<file path="src/rtl/cfg_tail_pkg.sv">
// Constants for the configuration header tail register bank
package cfg_tail_pkg;
  // Doubleword offsets of the covered header words
  localparam logic [7:0] OFF_EXT_BASE   = 8'h14;
  localparam logic [7:0] OFF_SUBSYS     = 8'h2C;
  localparam logic [7:0] OFF_CAP_PTR    = 8'h34;
  localparam logic [7:0] OFF_IRQ_ROUTE  = 8'h3C;
  localparam logic [7:0] OFF_LAT_HINTS  = 8'h3E;
  localparam logic [7:0] OFF_HC_CONTROL = 8'h40;
  localparam logic [7:0] OFF_PM_FIRST   = 8'h44;
  localparam logic [7:0] OFF_PM_SECOND  = 8'h48;
  localparam logic [7:0] OFF_MISC_CFG   = 8'h80;
  // Field positions
  localparam int         IRQ_TIE_BIT    = 29;
  localparam int         PTR_LSB        = 11;
  // Reset and constant values
  localparam logic [31:0] EXT_BASE_RST  = 32'h0000_0000;
  localparam logic [31:0] SUBSYS_RST    = 32'h0000_0000;
  localparam logic [7:0]  CAP_PTR_VAL   = 8'h44;
  localparam logic [7:0]  ROUTE_RST     = 8'h00;
  localparam logic [7:0]  PIN_LINE_A    = 8'h01;
  localparam logic [7:0]  PIN_LINE_B    = 8'h02;
  localparam logic [15:0] IRQ_ROUTE_RST = 16'h0200;
  localparam logic [15:0] LAT_HINTS_DEF = 16'h0403;
  localparam logic [7:0]  MIN_GRANT_DEF = 8'h03;
  localparam logic [7:0]  ACC_INT_DEF   = 8'h04;
  localparam logic [15:0] HC_CTRL_VAL   = 16'h0000;
endpackage

</file>
<file path="src/rtl/cfg_header_tail.sv">
// Configuration header tail register bank of the link function
// Summary of operation
// - Extension window pointer bits 31-11 read-only, reset zero, writes ignored.
// - Bits 10-4 of extension base read zero: 2-Kbyte window.
// - Bit 3 of extension base reads zero: non-prefetchable.
// - Bits 2-1 of extension base read zero: 32-bit anywhere.
// - Bit 0 of extension base reads zero: memory space.
// - Subsystem ident loaded from EEPROM or access register, not config writes.
// - Subsystem device ident in 31-16, vendor ident in 15-0, reset zero.
// - Capabilities pointer at 34h always reads 44h.
// - Power management block lives at doublewords 44h and 48h.
// - Pin byte reads 01h for line A, 02h for line B.
// - When tie select bit is set, pin byte reads 01h.
// - Interrupt route word resets to 0200h, pin byte reports line B.
// - With serial ROM present, latency hints load from ROM after reset.
// - Without serial ROM, latency hints read 0403h.
// - Access interval hint bits 15-8, minimum grant bits 7-0, host read-only.
// - Host controller control word at 40h reads 0000h.
`timescale 1ns/1ns
module cfg_header_tail
(
  // Clock and reset
  input  wire logic        mclk,
  input  wire logic        rst,
  // Configuration access, dword aligned address
  input  wire logic        cfg_rd,
  input  wire logic        cfg_wr,
  input  wire logic [7:0]  cfg_addr,
  input  wire logic [3:0]  cfg_be,
  input  wire logic [31:0] cfg_wdata,
  output logic [31:0]      cfg_rdata,
  output logic             cfg_rvalid,
  output logic             pm_select,
  // Device-side update paths
  input  wire logic        subsys_load_valid,
  input  wire logic [31:0] subsys_load_data,
  input  wire logic        rom_present_pin,
  input  wire logic        rom_load_valid,
  input  wire logic [15:0] rom_load_data,
  input  wire logic        irq_tie_select,
  input  wire logic        irq_on_line_b,
  input  wire logic [31:0] pm_rdata,
  // Visible state
  output logic [7:0]       irq_route_byte,
  output logic [7:0]       irq_pin_code
);
  logic [31:0] subsys_r;
  logic [31:0] subsys_nxt;
  logic [7:0]  route_r;
  logic [7:0]  route_nxt;
  logic [7:0]  pin_r;
  logic [7:0]  pin_nxt;
  logic [31:0] rdata_r;
  logic [31:0] rdata_nxt;
  logic        rvalid_r;
  logic        pmsel_r;
  logic        rom_present;
  logic [15:0] hints;
  logic [31:0] ext_base_word;
  logic [31:0] pm_capmap_word;
  logic [31:0] irq_word;
  logic [31:0] hc_word;
  logic        hit_ext;
  logic        hit_sub;
  logic        hit_cap;
  logic        hit_irq;
  logic        hit_hc;
  logic        hit_pm;
  logic        route_we;

  // Checks whether a dword address matches an offset
  function automatic logic dw_hit(input logic [7:0] a, input logic [7:0] off);
    dw_hit = (a[7:2] == off[7:2]);
  endfunction

  // ROM detect strap comes from a pin
  cfg_sync2 u_rom_sync
  (
    .mclk (mclk),
    .rst  (rst),
    .din  (rom_present_pin),
    .dout (rom_present)
  );

  cfg_hint_loader u_hints
  (
    .mclk           (mclk),
    .rst            (rst),
    .rom_present    (rom_present),
    .rom_load_valid (rom_load_valid),
    .rom_load_data  (rom_load_data),
    .hints          (hints)
  );

  // Address decode
  assign hit_ext = dw_hit(cfg_addr, cfg_tail_pkg::OFF_EXT_BASE);
  assign hit_sub = dw_hit(cfg_addr, cfg_tail_pkg::OFF_SUBSYS);
  assign hit_cap = dw_hit(cfg_addr, cfg_tail_pkg::OFF_CAP_PTR);
  assign hit_irq = dw_hit(cfg_addr, cfg_tail_pkg::OFF_IRQ_ROUTE);
  assign hit_hc  = dw_hit(cfg_addr, cfg_tail_pkg::OFF_HC_CONTROL);
  assign hit_pm  = dw_hit(cfg_addr, cfg_tail_pkg::OFF_PM_FIRST) | dw_hit(cfg_addr, cfg_tail_pkg::OFF_PM_SECOND);

  assign ext_base_word = cfg_tail_pkg::EXT_BASE_RST;

  assign pm_capmap_word = {24'h00_0000, cfg_tail_pkg::CAP_PTR_VAL};

  // Hints in upper half beside pin and route
  assign irq_word = {hints, pin_r, route_r};

  assign hc_word = {16'h0000, cfg_tail_pkg::HC_CTRL_VAL};

  // Only the route byte takes writes
  assign route_we  = cfg_wr & hit_irq & cfg_be[0];
  assign route_nxt = route_we ? cfg_wdata[7:0] : route_r;

  // Device ident high, vendor ident low
  assign subsys_nxt = subsys_load_valid ? subsys_load_data : subsys_r;

  assign pin_nxt = (irq_tie_select || !irq_on_line_b) ? cfg_tail_pkg::PIN_LINE_A : cfg_tail_pkg::PIN_LINE_B;

  // Read mux; unmapped offsets read zero
  assign rdata_nxt = hit_ext ? ext_base_word :
                     hit_sub ? subsys_r :
                     hit_cap ? pm_capmap_word :
                     hit_irq ? irq_word :
                     hit_hc  ? hc_word :
                     hit_pm  ? pm_rdata : 32'h0000_0000;

  always_ff @(posedge mclk or posedge rst)
  begin
    if (rst)
    begin
      route_r <= cfg_tail_pkg::IRQ_ROUTE_RST[7:0];
      pin_r   <= cfg_tail_pkg::IRQ_ROUTE_RST[15:8];
    end
    else
    begin
      route_r <= route_nxt;
      pin_r   <= pin_nxt;
    end
  end

  // Subsystem ident holder
  always_ff @(posedge mclk or posedge rst)
  begin
    if (rst)
      subsys_r <= cfg_tail_pkg::SUBSYS_RST;
    else
      subsys_r <= subsys_nxt;
  end

  // Registered read answer, one cycle after the request
  always_ff @(posedge mclk or posedge rst)
  begin
    if (rst)
    begin
      rdata_r  <= 32'h0000_0000;
      rvalid_r <= 1'b0;
      pmsel_r  <= 1'b0;
    end
    else
    begin
      rdata_r  <= cfg_rd ? rdata_nxt : 32'h0000_0000;
      rvalid_r <= cfg_rd;
      pmsel_r  <= (cfg_rd | cfg_wr) & hit_pm;
    end
  end

  assign cfg_rdata      = rdata_r;
  assign cfg_rvalid     = rvalid_r;
  assign pm_select      = pmsel_r;
  assign irq_route_byte = route_r;
  assign irq_pin_code   = pin_r;

  // Checks
  AST_ROUTE_STORE: assert property (@(posedge mclk) disable iff (rst)
    route_we |=> irq_route_byte == $past(cfg_wdata[7:0]))
    else $error("route byte not stored");
  AST_RO_WRITE: assert property (@(posedge mclk) disable iff (rst)
    (cfg_wr && hit_sub && !subsys_load_valid) |=> $stable(subsys_r))
    else $error("subsystem ident changed by config write");
  AST_EXT_ZERO: assert property (@(posedge mclk) disable iff (rst)
    (cfg_rd && hit_ext) |=> cfg_rvalid && cfg_rdata == 32'h0000_0000)
    else $error("extension base not zero");
  AST_CAP_PTR: assert property (@(posedge mclk) disable iff (rst)
    (cfg_rd && hit_cap) |=> cfg_rdata[7:0] == 8'h44)
    else $error("capability pointer wrong");
  AST_TIE_A: assert property (@(posedge mclk) disable iff (rst)
    irq_tie_select |=> irq_pin_code == 8'h01)
    else $error("tie did not force line A");
  AST_PIN_B: assert property (@(posedge mclk) disable iff (rst)
    (!irq_tie_select && irq_on_line_b) |=> irq_pin_code == 8'h02)
    else $error("pin code not line B");
  AST_HC_ZERO: assert property (@(posedge mclk) disable iff (rst)
    (cfg_rd && hit_hc) |=> cfg_rdata == 32'h0000_0000)
    else $error("control word not zero");
  AST_SUBSYS_LOAD: assert property (@(posedge mclk) disable iff (rst)
    subsys_load_valid |=> subsys_r == $past(subsys_load_data))
    else $error("subsystem load lost");
  AST_HINT_DEF: assert property (@(posedge mclk) disable iff (rst)
    !rom_present |=> hints == $past(hints))
    else $error("hints changed without ROM");
  AST_PM_SEL: assert property (@(posedge mclk) disable iff (rst)
    (cfg_rd && hit_pm) |=> pm_select && cfg_rdata == $past(pm_rdata))
    else $error("PM window not forwarded");
  AST_RVALID_PULSE: assert property (@(posedge mclk) disable iff (rst)
    cfg_rd |=> cfg_rvalid)
    else $error("read answer strobe missing");
  AST_RVALID_IDLE: assert property (@(posedge mclk) disable iff (rst)
    !cfg_rd |=> !cfg_rvalid)
    else $error("answer strobe without read");
  AST_IDLE_ZERO: assert property (@(posedge mclk) disable iff (rst)
    !cfg_rd |=> cfg_rdata == 32'h0000_0000)
    else $error("read data not zero while idle");
  AST_SUB_READ: assert property (@(posedge mclk) disable iff (rst)
    (cfg_rd && hit_sub) |=> cfg_rdata == $past(subsys_r))
    else $error("subsystem word not returned");
  AST_SUB_HOLD: assert property (@(posedge mclk) disable iff (rst)
    !subsys_load_valid |=> $stable(subsys_r))
    else $error("subsystem ident changed without load");
  AST_ROUTE_HOLD: assert property (@(posedge mclk) disable iff (rst)
    !route_we |=> $stable(route_r))
    else $error("route byte changed without write");
  AST_ROUTE_BE: assert property (@(posedge mclk) disable iff (rst)
    (cfg_wr && hit_irq && !cfg_be[0]) |=> $stable(irq_route_byte))
    else $error("route byte written without its enable");
  AST_IRQ_READ: assert property (@(posedge mclk) disable iff (rst)
    (cfg_rd && hit_irq) |=> cfg_rdata == {$past(hints), $past(pin_r), $past(route_r)})
    else $error("interrupt dword layout wrong");
  AST_PIN_A: assert property (@(posedge mclk) disable iff (rst)
    (!irq_tie_select && !irq_on_line_b) |=> irq_pin_code == 8'h01)
    else $error("pin code not line A");
  AST_PIN_LEGAL: assert property (@(posedge mclk) disable iff (rst)
    irq_pin_code == 8'h01 || irq_pin_code == 8'h02)
    else $error("pin code out of range");
  AST_HINT_LOAD: assert property (@(posedge mclk) disable iff (rst)
    (rom_present && rom_load_valid) |=> hints == $past(rom_load_data))
    else $error("ROM hint load lost");
  AST_HINT_HOLD: assert property (@(posedge mclk) disable iff (rst)
    !(rom_present && rom_load_valid) |=> $stable(hints))
    else $error("hints changed without ROM load");
  AST_EXT_SIZE: assert property (@(posedge mclk) disable iff (rst)
    (cfg_rd && hit_ext) |=> cfg_rdata[10:4] == 7'h00)
    else $error("extension size bits not zero");
  AST_EXT_PF: assert property (@(posedge mclk) disable iff (rst)
    (cfg_rd && hit_ext) |=> cfg_rdata[3] == 1'b0)
    else $error("extension prefetch bit set");
  AST_EXT_TYPE: assert property (@(posedge mclk) disable iff (rst)
    (cfg_rd && hit_ext) |=> cfg_rdata[2:1] == 2'b00)
    else $error("extension locate type not zero");
  AST_EXT_MEM: assert property (@(posedge mclk) disable iff (rst)
    (cfg_rd && hit_ext) |=> cfg_rdata[0] == 1'b0)
    else $error("extension space flag set");
  AST_CAP_HIGH: assert property (@(posedge mclk) disable iff (rst)
    (cfg_rd && hit_cap) |=> cfg_rdata[31:8] == 24'h00_0000)
    else $error("capability word upper bytes not zero");
  AST_PM_WR_SEL: assert property (@(posedge mclk) disable iff (rst)
    (cfg_wr && hit_pm) |=> pm_select)
    else $error("PM window not selected on write");
  AST_PM_IDLE: assert property (@(posedge mclk) disable iff (rst)
    !((cfg_rd || cfg_wr) && hit_pm) |=> !pm_select)
    else $error("PM window selected without access");
  AST_UNMAPPED: assert property (@(posedge mclk) disable iff (rst)
    (cfg_rd && !(hit_ext || hit_sub || hit_cap || hit_irq || hit_hc || hit_pm)) |=> cfg_rdata == 32'h0000_0000)
    else $error("unmapped read not zero");
endmodule

</file>
<file path="src/rtl/cfg_hint_loader.sv">
// Latency hint holder: serial ROM load or fixed default
`timescale 1ns/1ns
module cfg_hint_loader
(
  // Clock and reset
  input  wire logic        mclk,
  input  wire logic        rst,
  // Loader side
  input  wire logic        rom_present,
  input  wire logic        rom_load_valid,
  input  wire logic [15:0] rom_load_data,
  // Current hints
  output logic [15:0]      hints
);
  logic [15:0] hints_r;
  logic [15:0] hints_nxt;

  // Only the loader updates; absent ROM keeps the default
  assign hints_nxt = (rom_present && rom_load_valid) ? rom_load_data : hints_r;

  // Default restored on every reset
  always_ff @(posedge mclk or posedge rst)
  begin
    if (rst)
      hints_r <= cfg_tail_pkg::LAT_HINTS_DEF;
    else
      hints_r <= hints_nxt;
  end

  assign hints = hints_r;
endmodule

</file>
<file path="src/rtl/cfg_sync2.sv">
// Two-flop synchroniser for a pin level
`timescale 1ns/1ns
module cfg_sync2
(
  // Clock and reset
  input  wire logic mclk,
  input  wire logic rst,
  // Level in and out
  input  wire logic din,
  output logic      dout
);
  logic meta_r;
  logic hold_r;

  // First flop feeds only the second
  always_ff @(posedge mclk or posedge rst)
  begin
    if (rst)
    begin
      meta_r <= 1'b0;
      hold_r <= 1'b0;
    end
    else
    begin
      meta_r <= din;
      hold_r <= meta_r;
    end
  end

  assign dout = hold_r;
endmodule

</file>
<file path="config.mk">
export PLATFORM = sky130hd
export DESIGN_NAME = cfg_header_tail
export DESIGN_NICKNAME = d
export VERILOG_FILES = /design/src/rtl/cfg_tail_pkg.sv /design/src/rtl/cfg_header_tail.sv /design/src/rtl/cfg_hint_loader.sv /design/src/rtl/cfg_sync2.sv
export SDC_FILE = /design/constraint.sdc
export NUM_CORES = 1
export LEC_CHECK = 0
export BUFFER_PORTS_ARGS = -buffer_cell sky130_fd_sc_hd__buf_2
export CAP_MARGIN = 20
export CORE_ASPECT_RATIO = 1.5
export CORE_MARGIN = 2
export CORE_UTILIZATION = 25
export DETAILED_ROUTE_END_ITERATION = 10
export RECOVER_POWER = 100
export SYNTH_ARGS = -nofsm -noshare
export SYNTH_HDL_FRONTEND = slang
export SYNTH_HIERARCHICAL = 1
export SYNTH_SLANG_ARGS = --single-unit
</file>
<file path="constraint.sdc">
create_clock -name mclk -period 3.4 [get_ports mclk]
set_clock_uncertainty 0.1 [all_clocks]
set_input_delay 0.17 -clock mclk [delete_from_list [all_inputs] [get_ports mclk]]
set_output_delay 0.17 -clock mclk [all_outputs]
set_load 0.1 [all_outputs]
</file>
==> flow_summary.toml, run 1 <==
[finish]
multiInputGateArea_um2 = 1450
mostFrequentLayoutCells = "99 x buf_2, 90 x dfrtp_1, 86 x nand3_1, 80 x dlygate4sd3_1, 50 x clkbuf_1"
fill_cells = 1620
num_antenna_cells = 0
area.growth.synth_to_final_pct = 45.1
nets = 675
regArea_um2 = 2360
drive_gt1_share_pct = 30.5
final_common_cell = "buf_2"

[cts]
cts_sinks = 94
htreeDepth = 3
clock_latency_ns = 0.33
cts-buffers-inserted = 9
cts_resized = 0
cts_tree = "built"
cts_hold_buffers = 80
root_buffer = "clkbuf_16"
clkTransAtPathRegs_ns = 0.07
cts.path.max_buffers = 2
post_cts_buffers = 0

[grt]
gr-total-overflow = 0
grt_pass1_vias = 3744
track_usage_pct = 14.9
grt_max_degree = 58
antenna_found_initial = 0
grt_pass1_wl_um = 19700

[outcome]
violations = "max-capacitance violations, max-slew violations"
outcome = "finished with violations"

[detailed_routing]
wl_um = 12600
vias_per_cell = 4.59
dr.pass1.iters = 4
dr_total_vias = 3456
ant_nets = 0
drtIter0Drc = 182
drc = 0
wl_per_cell_um = 16.7

[synthesis]
synth_ff_type = "dfrtp_1"
synth-seq-area-share_pct = 58.2
avgSynthCellArea_um2 = 12.4
netlist_top_cells_area = "dfrtp_1 56%, nand3_1 11%, mux2_2 10%"
synth_top_area_share_pct = 55.6
synth_cells = 326
synth-edff-count = 0
synthArstFlopShare_pct = 100
yosys.cell_types.count = 29
synth_top_area_cell = "dfrtp_1"
synth_area_um2 = 4050
yosysWarnings = 6
yosys_register_bits = 94

[floorplanning]
die_w_um = 108
rows = 57
die_h_um = 160
dieArea_um2 = 17200
initial_core_util_pct = 25.2
pin_count = 183
core_area_um2 = 16000

[power]
leakagePower_nw = 2.53
powerDensity_nw_per_um2 = 450
ir_worst_vdd_mv = 0.221
seqPwrFrac_pct = 47.3
internal_power_w = 0.00188
comb_power_share_pct = 17.7
power.share.clock_pct = 35.0
swShare_pct = 28.8
p_sw_w = 0.000763

[sta]
drv_slew = 109
setup_violations = 0
whs_ns = 0.00442
period_needed_ns = 2.22
grt_setup_unrepaired = "false"
slew_headroom_pct = -45.4
hold_viol = 0
tightestPinTransition_ns = 2.18
max_freq_mhz = 449
setup-tns-final_ns = 0
post-route-period-util_pct = 65.4

[worst_setup_path]
cp_slowest_cell = "xor2_2"
critical_path.endpoint = "cfg_rdata[2]"
regToRegSetupSlack_ns = 1.85
cp_cell_sequence = "clkbuf_1, xor2_2, nand3_1, a221oi_1"
crit_path_start_kind = "primary input"
crit_required_ns = 3.53
reg2reg_depth = 2
criticalPathCategory = "in -> reg"
path_max_fanout = 33
worstPathArrival_ns = 2.35
r2r_end = "u_hints/hints[2]"
crit_start = "cfg_addr[3]"
r2r-start = "u_rom_sync/dout"
critical-path-max-stage-delay_ns = 1.38
endpoint_kind = "flip-flop"

[hold_path]
hold_start = "pm_rdata[16]"
hp-class = "in -> reg"

[placed_design]
portBuffers = 147
hpwl_um = 8260
gp_congestion = 0.734

[job]
cap_viol_max_count = 3
-- worst max-delay path: cells and delay by family --
| family | cells | cell delay (ns) |
|---|---|---|
| XOR/XNOR | 1 | 1.38 |
| AO/OA/AOI/OAI | 1 | 0.33 |
| AND/OR/NAND/NOR | 1 | 0.21 |
| buffers and inverters | 1 | 0.25 |
-- per-stage QoR --
step / utilization [%] / cells / total power, W / setup WS, ns / area, um^2
2_1_floorplan: - / 331 / 0.00156 / 1.19 / 4070
3_3_place_gp: 30.9 / 657 / 0.00169 / 1.47 / 4950
3_5_place_dp: 30.9 / 657 / 0.00170 / 1.45 / 4950
4_1_cts: 37.5 / 753 / 0.00272 / 1.72 / 6020
5_1_grt: 36.6 / 753 / 0.00277 / 0.927 / 5870
6_report: 36.6 / 753 / 0.00265 / 1.18 / 5870
-- synth_stat cells (2+ instances only) --
| cell | instances |
|---|---|
| buf_6 | 2 |
| a21oi_1 | 6 |
| dfrtp_1 | 90 |
| buf_2 | 17 |
| and2_1 | 2 |
| nand3_1 | 86 |
| dfstp_2 | 4 |
| inv_1 | 6 |
| clkbuf_1 | 7 |
| nand2_1 | 3 |
| o21ai_0 | 2 |
| o211ai_1 | 2 |
| buf_4 | 7 |
| a31oi_1 | 24 |
| a221oi_2 | 2 |
| mux2_4 | 18 |
| mux2_2 | 36 |
-- how the worst min path moves through the flow --
| stage | cells past startpoint | slack (ns) | to |
|---|---|---|---|
| finish | 3 | 0.004 | cfg_rdata[16] |
| global route | 3 | 0.01 | cfg_rdata[21] |
| CTS | 3 | 0.002 | cfg_rdata[17] |
| detailed placement | 2 | -0.05 | u_rom_sync/dout |
| floorplan | 1 | -0.19 | u_rom_sync/dout |
| global placement | 2 | -0.05 | u_rom_sync/meta_r |
-- kinds of logic (layout without fill, tap and decap cells) --
kind of cell | count (synthesis) | after routing | synth area share (%)
AOI/OAI and AO/OA | 38 | 38 | 6.37
xor gates and xnor gates | 1 | 1 | 0.216
buffers and inverters | 39 | 255 | 5.16
DFF | 94 | 94 | 58.2
muxes | 54 | 54 | 16.7
other | 1 | 6 | 0.0926
and+or+nand+nor | 99 | 99 | 13.2
-- sequential cells by signal (all words and copies together) (netlist names) --
register and cells:
pm_select 1, u_rom_sync/dout 1, subsys_r 32, cfg_rdata 32, irq_pin_code 2, u_rom_sync/meta_r 1, u_hints/hints 16, cfg_rvalid 1
irq_route_byte 8
-- per-layer routing --
layer	GRT usage, %	up-vias	wire [um]
met5	0	-	0
met4	5.36	0	217
met3	2.49	13	622
met2	26.5	131	6480
met1	17.8	1717	5260
li1	-	1595	-
-- power by group through the flow --
stage | Combinational (W) | Clock, W | Sequential, W
floorplan | 0.000201 | 0 | 0.00136
global placement | 0.000422 | 0 | 0.00127
detailed placement | 0.000428 | 0 | 0.00127
CTS | 0.000500 | 0.000965 | 0.00125
global route | 0.000503 | 0.00101 | 0.00126
finish | 0.000469 | 0.000925 | 0.00125
-- layout make-up --
| type | instances | share of cell area, % |
|---|---|---|
| timing repair buffer | 233 | 25.9 |
| clock inverter | 5 | 0.618 |
| inverter | 6 | 0.405 |
| clock buffer | 11 | 3.96 |
| tap | 206 | 4.39 |
| multi-input combinational | 198 | 24.6 |
| sequential | 94 | 40.1 |
Note: power is estimated with default switching activity, not from simulation.
==> run 2, diff against run 1 <==
clock period = 1.9 ns   (was 3.4 ns; I/O delays follow)
==> flow_summary.toml, run 2 (synthesized netlist as in run 1, its figures left out) <==
[power]
powerDensity_nw_per_um2 = 836
ir_worst_vdd_mv = 0.512
power_w = 0.00521
leakagePower_nw = 2.82

[sta]
tightestPinTransition_ns = 0.762
slew_headroom_pct = 49.2
setup-tns-final_ns = 0
grt_setup_unrepaired = "false"
setup_violations = 0
max_freq_mhz = 652
post-route-period-util_pct = 80.7
worst_slack_ns = 0.367
drv_slew = 0
period_needed_ns = 1.53
hold_viol = 0

[finish]
mostFrequentLayoutCells = "100 x buf_2, 94 x dlygate4sd3_1, 90 x dfrtp_1, 86 x nand3_1, 48 x clkbuf_2"
final_common_cell = "buf_2"
area.growth.synth_to_final_pct = 53.9
stdcell_count = 775
nets = 696
drive_gt1_share_pct = 38.6

[floorplanning]
initial_core_util_pct = 25.2
dieArea_um2 = 17200
pin_count = 183
die_w_um = 108
rows = 57
die_h_um = 160
core_area_um2 = 16000

[worst_setup_path]
reg2reg_depth = 2
crit_start = "subsys_load_valid"
r2r_end = "u_hints/hints[2]"
crit_path_start_kind = "primary input"
worstPathArrival_ns = 1.64
regToRegSetupSlack_ns = 0.55
r2r-start = "u_rom_sync/dout"
critical_path.endpoint = "subsys_r[28]"
path_max_fanout = 18
crit_required_ns = 2.01
endpoint_kind = "flip-flop"
criticalPathCategory = "in -> reg"

[outcome]
outcome = "finished clean"

[hold_path]
hp-class = "in -> async"

[cts]
clock_latency_ns = 0.33
cts_hold_buffers = 94
cts_resized = 0
cts.path.max_buffers = 2
clkTransAtPathRegs_ns = 0.07
htreeDepth = 3
root_buffer = "clkbuf_16"
post_cts_buffers = 0
cts_tree = "built"
cts-buffers-inserted = 9
cts_sinks = 94

[detailed_routing]
dr_total_vias = 3601
ant_nets = 0
wl_um = 13000
route.met3.wl_um = 697
route.top_layer_used = "met4"
wl_met2_um = 6670
vias_per_cell = 4.65
drt-met1-wl_um = 5300
wl_per_cell_um = 16.8
drc = 0
drtIter0Drc = 196
dr.pass1.iters = 4

[placed_design]
portBuffers = 147
placedCellCount = 664
gp_congestion = 0.778
dpl_worst_slack_ns = 0.345
hpwl_um = 8520

[grt]
grt_pass1_vias = 3922
grt_max_degree = 58
gr-total-overflow = 0
antenna_found_initial = 1
grt_pass1_wl_um = 20300
track_usage_pct = 15.4

[job]
cap_viol_max_count = 0
-- run 2: cell types whose count changed in the layout (fill, tap and decap cells not counted), moves of 2 or more --
cell / previous run / this run
clkbuf_1: 50 / 7
clkbuf_2: 0 / 48
mux2_4: 1 / 3
dlygate4sd3_1: 80 / 94
bufinv_16: 0 / 3
buf_12: 0 / 3
mux2_1: 17 / 15
buf_4: 6 / 4
clkinvlp_4: 3 / 1
-- run 2: report_power, final --
part | internal, W | total, W | switching, W
combinational | 0.000366 | 0.000894 | 0.000528
sequential | 0.00216 | 0.00224 | 0.0000835
clock | 0.00132 | 0.00207 | 0.000751
total | 0.00384 | 0.00521 | 0.00136
-- run 2: worst max-delay path, cell delays in order --
cell	delay, ns
clkbuf_1	0.54
clkbuf_2	0.59
mux2_2	0.40
-- run 2: through the flow --
| stage | instance area [um^2] | hold WS (ns) | util, % |
|---|---|---|---|
| final | 6230 | 0.120 | 38.8 |
| after global routing | 6230 | 0.161 | 38.8 |
| after CTS | 6340 | 0.0703 | 39.5 |
| after detailed placement | 5060 | -0.108 | 31.5 |
| after global placement | 5060 | -0.112 | 31.5 |
| after floorplan | 4070 | -0.264 | - |
-- run 2: worst min path at each step --
stage / depth (start not counted) / slack (ns) / start / to
6_report: 3 / 0.12 / rst / u_rom_sync/meta_r
5_1_grt: 3 / 0.16 / rst / u_rom_sync/meta_r
4_1_cts: 3 / 0.07 / rst / u_rom_sync/meta_r
3_5_place_dp: 2 / -0.11 / rst / u_rom_sync/meta_r
3_3_place_gp: 2 / -0.11 / rst / u_rom_sync/dout
2_1_floorplan: 1 / -0.26 / rst / u_rom_sync/dout
-- run 2: cell type report --
type	instances	area, um^2
fill	1559	9820
sequential	94	2360
multi-input combinational	198	1450
inverter	6	26.3
clock inverter	4	95.1
clock buffer	12	246
tap	206	258
antenna	1	2.50
timing repair buffer	254	1790
-- run 2: metal layers --
metal	up-vias	track usage, %
met4	0	5.89
met1	1774	18.0
met5	-	0
met2	157	27.0
li1	1642	-
met3	28	3.35
